## src/pkg/split_timer_pkg.sv

```systemverilog
// constants shared by the split timer and timer two block
package split_timer_pkg;
   // special function register addresses
   localparam logic [7:0] ADDR_T2_CONTROL = 8'hc8;
   localparam logic [7:0] ADDR_T2_MODE = 8'hc9;
   localparam logic [7:0] ADDR_RELOAD_LOW = 8'hca;
   localparam logic [7:0] ADDR_RELOAD_HIGH = 8'hcb;
   localparam logic [7:0] ADDR_COUNT_LOW = 8'hcc;
   localparam logic [7:0] ADDR_COUNT_HIGH = 8'hcd;
   localparam logic [7:0] ADDR_FIRST_LOW = 8'h8a;
   localparam logic [7:0] ADDR_FIRST_HIGH = 8'h8c;
   // control register bit positions
   localparam int BIT_OVF = 7;
   localparam int BIT_EXT = 6;
   localparam int BIT_RCLK = 5;
   localparam int BIT_SERIAL_TX_CLOCK_SOURCE = 4;
   localparam int BIT_EXEN = 3;
   localparam int BIT_RUN = 2;
   localparam int BIT_CNT = 1;
   localparam int BIT_CPRL = 0;
   // mode register bit positions
   localparam int BIT_CLKOUT = 1;
   localparam int BIT_DOWN = 0;
   // values after reset and count limits
   localparam logic [7:0] RESET_BYTE = 8'h00;
   localparam logic [15:0] RESET_WORD = 16'h0000;
   localparam logic [15:0] WORD_MAX = 16'hffff;
   localparam logic [7:0] BYTE_MAX = 8'hff;
   // machine cycle: twelve oscillator phases of sys_clk
   localparam int OSC_PHASES_PER_MC = 12;
   localparam logic [3:0] MC_LAST = 4'(OSC_PHASES_PER_MC - 1);
   localparam logic [3:0] MC_RESET = 4'h0;
endpackage

```

## src/rtl/split_timer_and_timer_two.sv

```systemverilog
// timer 0 split mode and 16-bit timer two with capture, reload and baud modes
`timescale 1ns/1ps
`default_nettype none
module split_timer_and_timer_two (
   // clock and reset
   input wire logic sys_clk,
   input wire logic rst,
   // special function register port
   input wire logic [7:0] sfr_addr,
   input wire logic sfr_wr,
   input wire logic sfr_rd,
   input wire logic [7:0] sfr_wdata,
   output logic [7:0] sfr_rdata,
   // timer 0 and timer 1 controls held elsewhere
   input wire logic first_timer_mode3,
   input wire logic second_timer_mode3,
   input wire logic first_timer_counter_select,
   input wire logic first_timer_gate,
   input wire logic first_timer_run,
   input wire logic second_timer_run,
   input wire logic first_timer_flag_clear,
   input wire logic second_timer_flag_clear,
   input wire logic second_timer_overflow_pulse,
   // external pins
   input wire logic external_interrupt_zero_in,
   input wire logic first_timer_count_in,
   input wire logic t_two_count_in,
   input wire logic t_two_trigger_input,
   // outputs
   output logic first_timer_overflow_flag,
   output logic second_timer_overflow_flag,
   output logic second_timer_halt,
   output logic t_two_irq,
   output logic serial_rx_clock,
   output logic serial_tx_clock,
   output logic t_two_clock_out
);

   typedef struct packed {
      logic [3:0] mc_cnt;
      logic ovf_flag;
      logic ext_flag;
      logic rx_src;
      logic tx_src;
      logic trig_en;
      logic run;
      logic cnt_sel;
      logic cap_sel;
      logic clkout_en;
      logic down_en;
      logic [15:0] count;
      logic [15:0] reload;
      logic [7:0] low0;
      logic [7:0] high0;
      logic flag0;
      logic flag1;
      logic trig_q;
      logic pin2_q;
      logic pin0_q;
      logic irq;
      logic rxclk;
      logic txclk;
      logic clkout;
      logic halt1;
      logic [7:0] rdata;
   } state_t;

   state_t st_ff;
   state_t nxt_st;
   logic mc_en;
   logic baud;
   logic tick;
   logic ovf;
   logic trig;
   logic reload_mode;
   logic tick0;
   logic tick0h;

   always_comb begin
      nxt_st = st_ff;
      mc_en = (st_ff.mc_cnt == split_timer_pkg::MC_LAST);
      baud = st_ff.rx_src | st_ff.tx_src;
      reload_mode = baud | ~st_ff.cap_sel;
      // machine cycle divider
      nxt_st.mc_cnt = mc_en ? split_timer_pkg::MC_RESET : st_ff.mc_cnt + 4'h1;
      // pins sampled once per machine cycle
      if (mc_en) begin
         nxt_st.trig_q = t_two_trigger_input;
         nxt_st.pin2_q = t_two_count_in;
         nxt_st.pin0_q = first_timer_count_in;
      end
      trig = mc_en & st_ff.trig_q & ~t_two_trigger_input
         & st_ff.trig_en & ~baud;
      // timer two count event
      tick = st_ff.run & mc_en
         & (st_ff.cnt_sel ? (st_ff.pin2_q & ~t_two_count_in) : 1'b1);
      ovf = 1'b0;
      if (tick) begin
         if (st_ff.down_en) begin
            if ((reload_mode && st_ff.count == st_ff.reload) ||
                st_ff.count == split_timer_pkg::RESET_WORD) begin
               ovf = 1'b1;
               nxt_st.count = split_timer_pkg::WORD_MAX;
            end else begin
               nxt_st.count = st_ff.count - 16'h0001;
            end
         end else if (st_ff.count == split_timer_pkg::WORD_MAX) begin
            ovf = 1'b1;
            nxt_st.count = reload_mode ? st_ff.reload
               : split_timer_pkg::RESET_WORD;
         end else begin
            nxt_st.count = st_ff.count + 16'h0001;
         end
      end
      // trigger edge: capture or early reload
      if (trig && st_ff.cap_sel) begin
         nxt_st.reload = st_ff.count;
      end
      if (trig && !st_ff.cap_sel) begin
         nxt_st.count = st_ff.reload;
      end
      // timer 0 split mode
      tick0 = first_timer_mode3 & first_timer_run & mc_en
         & (~first_timer_gate | external_interrupt_zero_in)
         & (first_timer_counter_select ? (st_ff.pin0_q & ~first_timer_count_in)
         : 1'b1);
      tick0h = first_timer_mode3 & second_timer_run & mc_en;
      if (tick0) begin
         nxt_st.low0 = st_ff.low0 + 8'h01;
      end
      if (tick0h) begin
         nxt_st.high0 = st_ff.high0 + 8'h01;
      end
      nxt_st.flag0 = (st_ff.flag0 & ~first_timer_flag_clear)
         | (tick0 & st_ff.low0 == split_timer_pkg::BYTE_MAX);
      nxt_st.flag1 = (st_ff.flag1 & ~second_timer_flag_clear)
         | (tick0h & st_ff.high0 == split_timer_pkg::BYTE_MAX);
      nxt_st.halt1 = second_timer_mode3;
      // software writes; hardware sets win over a clear in the same cycle
      if (sfr_wr) begin
         case (sfr_addr)
            split_timer_pkg::ADDR_T2_CONTROL: begin
               nxt_st.ovf_flag = sfr_wdata[split_timer_pkg::BIT_OVF];
               nxt_st.ext_flag = sfr_wdata[split_timer_pkg::BIT_EXT];
               nxt_st.rx_src = sfr_wdata[split_timer_pkg::BIT_RCLK];
               nxt_st.tx_src = sfr_wdata[split_timer_pkg::BIT_SERIAL_TX_CLOCK_SOURCE];
               nxt_st.trig_en = sfr_wdata[split_timer_pkg::BIT_EXEN];
               nxt_st.run = sfr_wdata[split_timer_pkg::BIT_RUN];
               nxt_st.cnt_sel = sfr_wdata[split_timer_pkg::BIT_CNT];
               nxt_st.cap_sel = sfr_wdata[split_timer_pkg::BIT_CPRL];
            end
            split_timer_pkg::ADDR_T2_MODE: begin
               nxt_st.clkout_en = sfr_wdata[split_timer_pkg::BIT_CLKOUT];
               nxt_st.down_en = sfr_wdata[split_timer_pkg::BIT_DOWN];
            end
            split_timer_pkg::ADDR_RELOAD_LOW: nxt_st.reload[7:0] = sfr_wdata;
            split_timer_pkg::ADDR_RELOAD_HIGH: nxt_st.reload[15:8] = sfr_wdata;
            split_timer_pkg::ADDR_COUNT_LOW: nxt_st.count[7:0] = sfr_wdata;
            split_timer_pkg::ADDR_COUNT_HIGH: nxt_st.count[15:8] = sfr_wdata;
            split_timer_pkg::ADDR_FIRST_LOW: nxt_st.low0 = sfr_wdata;
            split_timer_pkg::ADDR_FIRST_HIGH: nxt_st.high0 = sfr_wdata;
            default: begin
            end
         endcase
      end
      if (ovf && !baud) begin
         nxt_st.ovf_flag = 1'b1;
      end
      if (trig) begin
         nxt_st.ext_flag = 1'b1;
      end
      nxt_st.irq = st_ff.ovf_flag | st_ff.ext_flag;
      // serial clock selection
      nxt_st.rxclk = st_ff.rx_src ? ovf : second_timer_overflow_pulse;
      nxt_st.txclk = st_ff.tx_src ? ovf : second_timer_overflow_pulse;
      if (ovf && st_ff.clkout_en) begin
         nxt_st.clkout = ~st_ff.clkout;
      end
      // read data
      if (sfr_rd) begin
         case (sfr_addr)
            split_timer_pkg::ADDR_T2_CONTROL: nxt_st.rdata = {st_ff.ovf_flag,
               st_ff.ext_flag, st_ff.rx_src, st_ff.tx_src, st_ff.trig_en,
               st_ff.run, st_ff.cnt_sel, st_ff.cap_sel};
            split_timer_pkg::ADDR_T2_MODE: nxt_st.rdata = {6'h00, st_ff.clkout_en,
               st_ff.down_en};
            split_timer_pkg::ADDR_RELOAD_LOW: nxt_st.rdata = st_ff.reload[7:0];
            split_timer_pkg::ADDR_RELOAD_HIGH: nxt_st.rdata = st_ff.reload[15:8];
            split_timer_pkg::ADDR_COUNT_LOW: nxt_st.rdata = st_ff.count[7:0];
            split_timer_pkg::ADDR_COUNT_HIGH: nxt_st.rdata = st_ff.count[15:8];
            split_timer_pkg::ADDR_FIRST_LOW: nxt_st.rdata = st_ff.low0;
            split_timer_pkg::ADDR_FIRST_HIGH: nxt_st.rdata = st_ff.high0;
            default: nxt_st.rdata = split_timer_pkg::RESET_BYTE;
         endcase
      end
   end

   always_ff @(posedge sys_clk or posedge rst) begin
      if (rst) begin
         st_ff <= '0;
      end else begin
         st_ff <= nxt_st;
      end
   end

   assign sfr_rdata = st_ff.rdata;
   assign first_timer_overflow_flag = st_ff.flag0;
   assign second_timer_overflow_flag = st_ff.flag1;
   assign second_timer_halt = st_ff.halt1;
   assign t_two_irq = st_ff.irq;
   assign serial_rx_clock = st_ff.rxclk;
   assign serial_tx_clock = st_ff.txclk;
   assign t_two_clock_out = st_ff.clkout;

   // checks
   logic ctl_wr;
   logic cnt_wr;
   logic rel_wr;
   assign ctl_wr = sfr_wr && sfr_addr == split_timer_pkg::ADDR_T2_CONTROL;
   assign cnt_wr = sfr_wr && (sfr_addr == split_timer_pkg::ADDR_COUNT_LOW
      || sfr_addr == split_timer_pkg::ADDR_COUNT_HIGH);
   assign rel_wr = sfr_wr && (sfr_addr == split_timer_pkg::ADDR_RELOAD_LOW
      || sfr_addr == split_timer_pkg::ADDR_RELOAD_HIGH);
endmodule // split_timer_and_timer_two
`default_nettype wire

```

## config.mk

```make
export PLATFORM = sky130hd
export DESIGN_NAME = split_timer_and_timer_two
export DESIGN_NICKNAME = d
export VERILOG_FILES = /design/src/pkg/split_timer_pkg.sv /design/src/rtl/split_timer_and_timer_two.sv
export SDC_FILE = /design/constraint.sdc
export NUM_CORES = 1
export LEC_CHECK = 0
export BUFFER_PORTS_ARGS = -buffer_cell sky130_fd_sc_hd__buf_2
export CAP_MARGIN = 20
export CORE_MARGIN = 2
export CORE_UTILIZATION = 66
export CTS_CLUSTER_DIAMETER = 200
export CTS_CLUSTER_SIZE = 20
export DETAILED_ROUTE_END_ITERATION = 16
export GPL_ROUTABILITY_DRIVEN = 0
export PLACE_DENSITY = 0.86
export SYNTH_ARGS = -nofsm -noshare
export SYNTH_HDL_FRONTEND = slang
export SYNTH_SLANG_ARGS = --single-unit
```

## constraint.sdc

```tcl
create_clock -name sys_clk -period 4.3 [get_ports sys_clk]
set_input_delay 0.43 -clock sys_clk [delete_from_list [all_inputs] [get_ports sys_clk]]
set_output_delay 0.43 -clock sys_clk [all_outputs]
set_load 0.05 [all_outputs]
```

After elaboration in Yosys (flattened, before gate mapping)
Cells that the tools add are included.
Storage, ports and cells
  memory bits (writable): 0
  memories kept: 0
  bits in read-only memories: 0
  output and inout bits: 15
  flip-flop bits (word level): 80
  latch bits: 0
  input port bits: 33
Operators by class
  shift operators: 0
  multiplexer cells: 30
  div/mod/pow operators: 0
  multipliers: 0
  magnitude comparators: 0
  $add $sub $neg: 5
  bitwise gates (word level): 33
  reductions and logical operators: 17
  equality and inequality tests: 13
Operators by type and width (count)
  $mux 16: 7
  $eq 8x8->1 const B: 10
  $mux 8: 9
  $pmux 8 s8: 1
  $mux 58: 1
  $and 1x1->1: 18
  $add 16x1->16 const B: 1
  $add 8x1->8 const B: 2
  $eq 16x16->1: 1
  $eq 16x16->1 const B: 1
  $logic_not 16->1: 1
  $sub 16x1->16 const B: 1
  $mux 1: 10
  $not 1->1: 9
  $reduce_and 2->1: 4
  $reduce_bool 2->1: 4
  $or 1x1->1: 6
  $logic_and 1x1->1: 5
  $add 4x1->4 const B: 1
  $eq 4x4->1 const B: 1
  $mux 4: 1
  $logic_not 1->1: 2
  $mux 2: 1
  $logic_or 1x1->1: 1

Depth between registers and ports, before layout
  depth in word-level cells: 11
  mapped depth: 10
  depth with buffers taken out: 8

Worst setup path after synthesis
Ideal clock, no wire load.
  path kind: register to register
  from: reg st_ff[50] (netlist name)
  to: reg st_ff[65] (netlist name)
  data arrival time: 2.032 ns
  clock period less this slack: 2.123 ns
  stages on the path, launching flop included: 11
  setup slack: 2.177 ns
  library setup time: 0.092 ns
  cell sequence: dfrtp_1 clkbuf_1 inv_1 ha_1 nor3b_2 nand4_1 o31a_1 o21ai_2 buf_6 nor2_1 o31ai_2
RTL lines
  from (decl): line split_timer_and_timer_two.sv:68  | state_t st_ff;
  from (signal assigned): line split_timer_and_timer_two.sv:202  | st_ff <= nxt_st;

==> metrics.txt <==
Worst EP arrival=3.08 ns; asr flop ratio synth=1.00; CORE AREA=8300 um2; register area share after synthesis=0.350; Root Driver=clkbuf_8; largest buffer count on any clock path=2; flip-flop and latch area=2000 um2; top post-synthesis cells by area=dfrtp_1, a21oi_1, xor2_1, nor2_1, xnor2_1; Iteration-0 DRC Markers=845; PD cells=283 nW/um2; area of the multi-input gates=3350 um2; syn nets=706; initial antenna violation count=0; First-pass DRT Iterations=7; RSZ-0062 raised after global routing=no; Tot GR Track Use=0.356; Antenna Violating Nets Remaining=0; library cells used by synthesis=72; synthesis-to-layout area growth=5.16%; grt ovf=0; Vias/cell=6.89; hold buffers post-CTS=0; status=completed; number of H-tree levels=3; Final Skew=0.0214 ns; average size of a mapped cell=8.57 um2; Final Hold Fails=0; CTS tree=done; Fillers=618; Tot Pwr=1700 uW; Die Ht=97.1 um; max_cap viols=0; nets=712; minimum clock period=2.78 ns; Hold Crit Class=input pin to flop; std cell rows=33; Tcrit/Tclk final=0.647; share of cells above drive strength 1=0.152; total number of vias=5,402; P_leak=0.00254 uW; Synth Cell Area=5720 um2; Die W=97.1 um; Crit path required time=4.60 ns; Main synth FF type=dfrtp_1; worst reg2reg path depth=7; top cell type's share of synthesized area=0.350; largest net degree at the start of global routing=53; Crit. End Element=flop; # diodes=0; Clock transition at path regs=0.10 ns; Slew HR=0.328; slowest cell on the critical path=nor4_4; first-pass GRT wire length=26,600 um; WL per Instance=21.2 um; EDFF count, synth=0; Initial Utilization=0.690; warnings from Yosys=0; Worst Tran Pin Value=1.01 ns; latest clock arrival within the worst-skew pair=0.39 ns; io pins=48; critical path class=flop to flop; Critical Path, Cell by Cell=ha_1 -> nand4_1 -> nor4_4 -> a311oi_1 -> a2111oi_2 -> o31ai_1 -> o211ai_1; peak supply drop=225 uV; Yosys reg bits=80; slowest stage delay, CP=0.87 ns; Setup TNS Final=0 ns; WHS Path Cells=1; CTS Buf Count=9; Synth area leader=dfrtp_1; Final HPWL DP=11,400 um; Num Clock Sinks=80; Remaining DRCs=0; Worst setup SP type=flop; cells after synthesis=668; Worst Path Max Fanout=16; vias in the first global route=5,033; Setup violations, final=0; Max Freq=360 MHz; WL final=16,700 um; final max-slew violation count=0; Post-CTS Setup Bufs=0; # resized after CTS=0; Die ar.=9430 um2; port bufs=47
critical path, delay by kind of cell, from the launching register on:
family	cells	cell delay (ns)
adder cells (fa/ha/maj)	1	0.33
AND/OR/NAND/NOR	2	1.11
flip-flops	1	0.52
AO/OA/AOI/OAI	4	0.74
flip-flops by register name (all words and copies together) (netlist names):
signal                      cells
second_timer_halt               1
serial_tx_clock                 1
st_ff                          65
serial_rx_clock                 1
first_timer_overflow_flag       1
t_two_irq                       1
second_timer_overflow_flag      1
t_two_clock_out                 1
sfr_rdata                       8
Yosys cell counts (12+ instances only):
| library cell | instances |
|---|---|
| nor2_1 | 73 |
| nand2_1 | 55 |
| nand4_1 | 14 |
| buf_2 | 17 |
| a22oi_1 | 12 |
| o21ai_0 | 21 |
| mux2i_1 | 16 |
| nand3_1 | 20 |
| inv_1 | 23 |
| a21oi_1 | 61 |
| xor2_1 | 32 |
| mux2_2 | 16 |
| dfrtp_1 | 80 |
| clkbuf_1 | 19 |
| xnor2_1 | 24 |
| nor3_1 | 23 |
per-stage QoR:
stage	setup slack (ns)	util	cells	cell area, um2	hold WS [ns]
floorplan	1.82	-	668	5720	0.430
global placement	1.74	0.704	768	5840	0.445
detailed placement	1.65	0.704	768	5840	0.459
CTS	1.62	0.725	784	6020	0.142
global route	1.40	0.725	784	6020	0.138
finish	1.52	0.725	784	6020	0.139
cell families (layout without fill, tap and decap cells):
family / count (synthesis) / after routing / synth area share
fa+ha+maj: 5 / 5 / 0.0109
buf+inv: 79 / 90 / 0.0656
xor+xnor: 56 / 56 / 0.0857
flops: 80 / 80 / 0.350
compound gates: 168 / 168 / 0.197
simple gates: 246 / 246 / 0.224
mux: 34 / 34 / 0.0673
report_power, final:
group / switching [uW] / total [uW] / internal (uW)
sequential: 95.0 / 895 / 800
combinational: 153 / 262 / 109
clock: 327 / 545 / 218
layer usage:
metal  global-route usage  vias up  share of wire
met2                0.554      393           0.46
met5                    0        -              0
met3               0.0835       85           0.11
met1                0.476     2508           0.38
met4                0.163        0          0.045
li1                     -     2416              -
layout by cell type (no fill, tap or decap), drive strengths merged, types with 4 or more instances in the layout:
master and instances:
nand2 55, xnor2 24, dfrtp 80, a211o 5, o21ai 23, a211oi 6
xor2 32, and4 4, o221ai 4, o211ai 10, a221o 4, nand3 22
ha 5, nand4 15, nor2b 5, mux2 16, buf 51, a21oi 61
nor4 11, nand2b 4, nor3 25, nor2 73, clkbuf 10, a22oi 12
inv 24, and3 11, o22ai 10, mux2i 16
worst paths after layout:
path / slack (ns) / from / to
setup / recovery: 1.52 / st_ff[51] / st_ff[50]
hold / removal: 0.14 / second_timer_mode3 / second_timer_halt
setup reg to reg: 1.52 / st_ff[51] / st_ff[50]
hold reg to reg: 0.47 / st_ff[76] / st_ff[76]
max in group asynchronous: 3.19 / rst / st_ff[56]
min in group asynchronous: 0.19 / rst / st_ff[77]
layout make-up:
class,instances,share of cell area
inverters,23,0.0145
well taps,105,0.0218
flip-flops and latches,80,0.333
multi-input cells,509,0.557
clock buffers,10,0.0212
clock inverters,6,0.00873
repair buffers,51,0.0441
(Power assumes the default switching activity.)
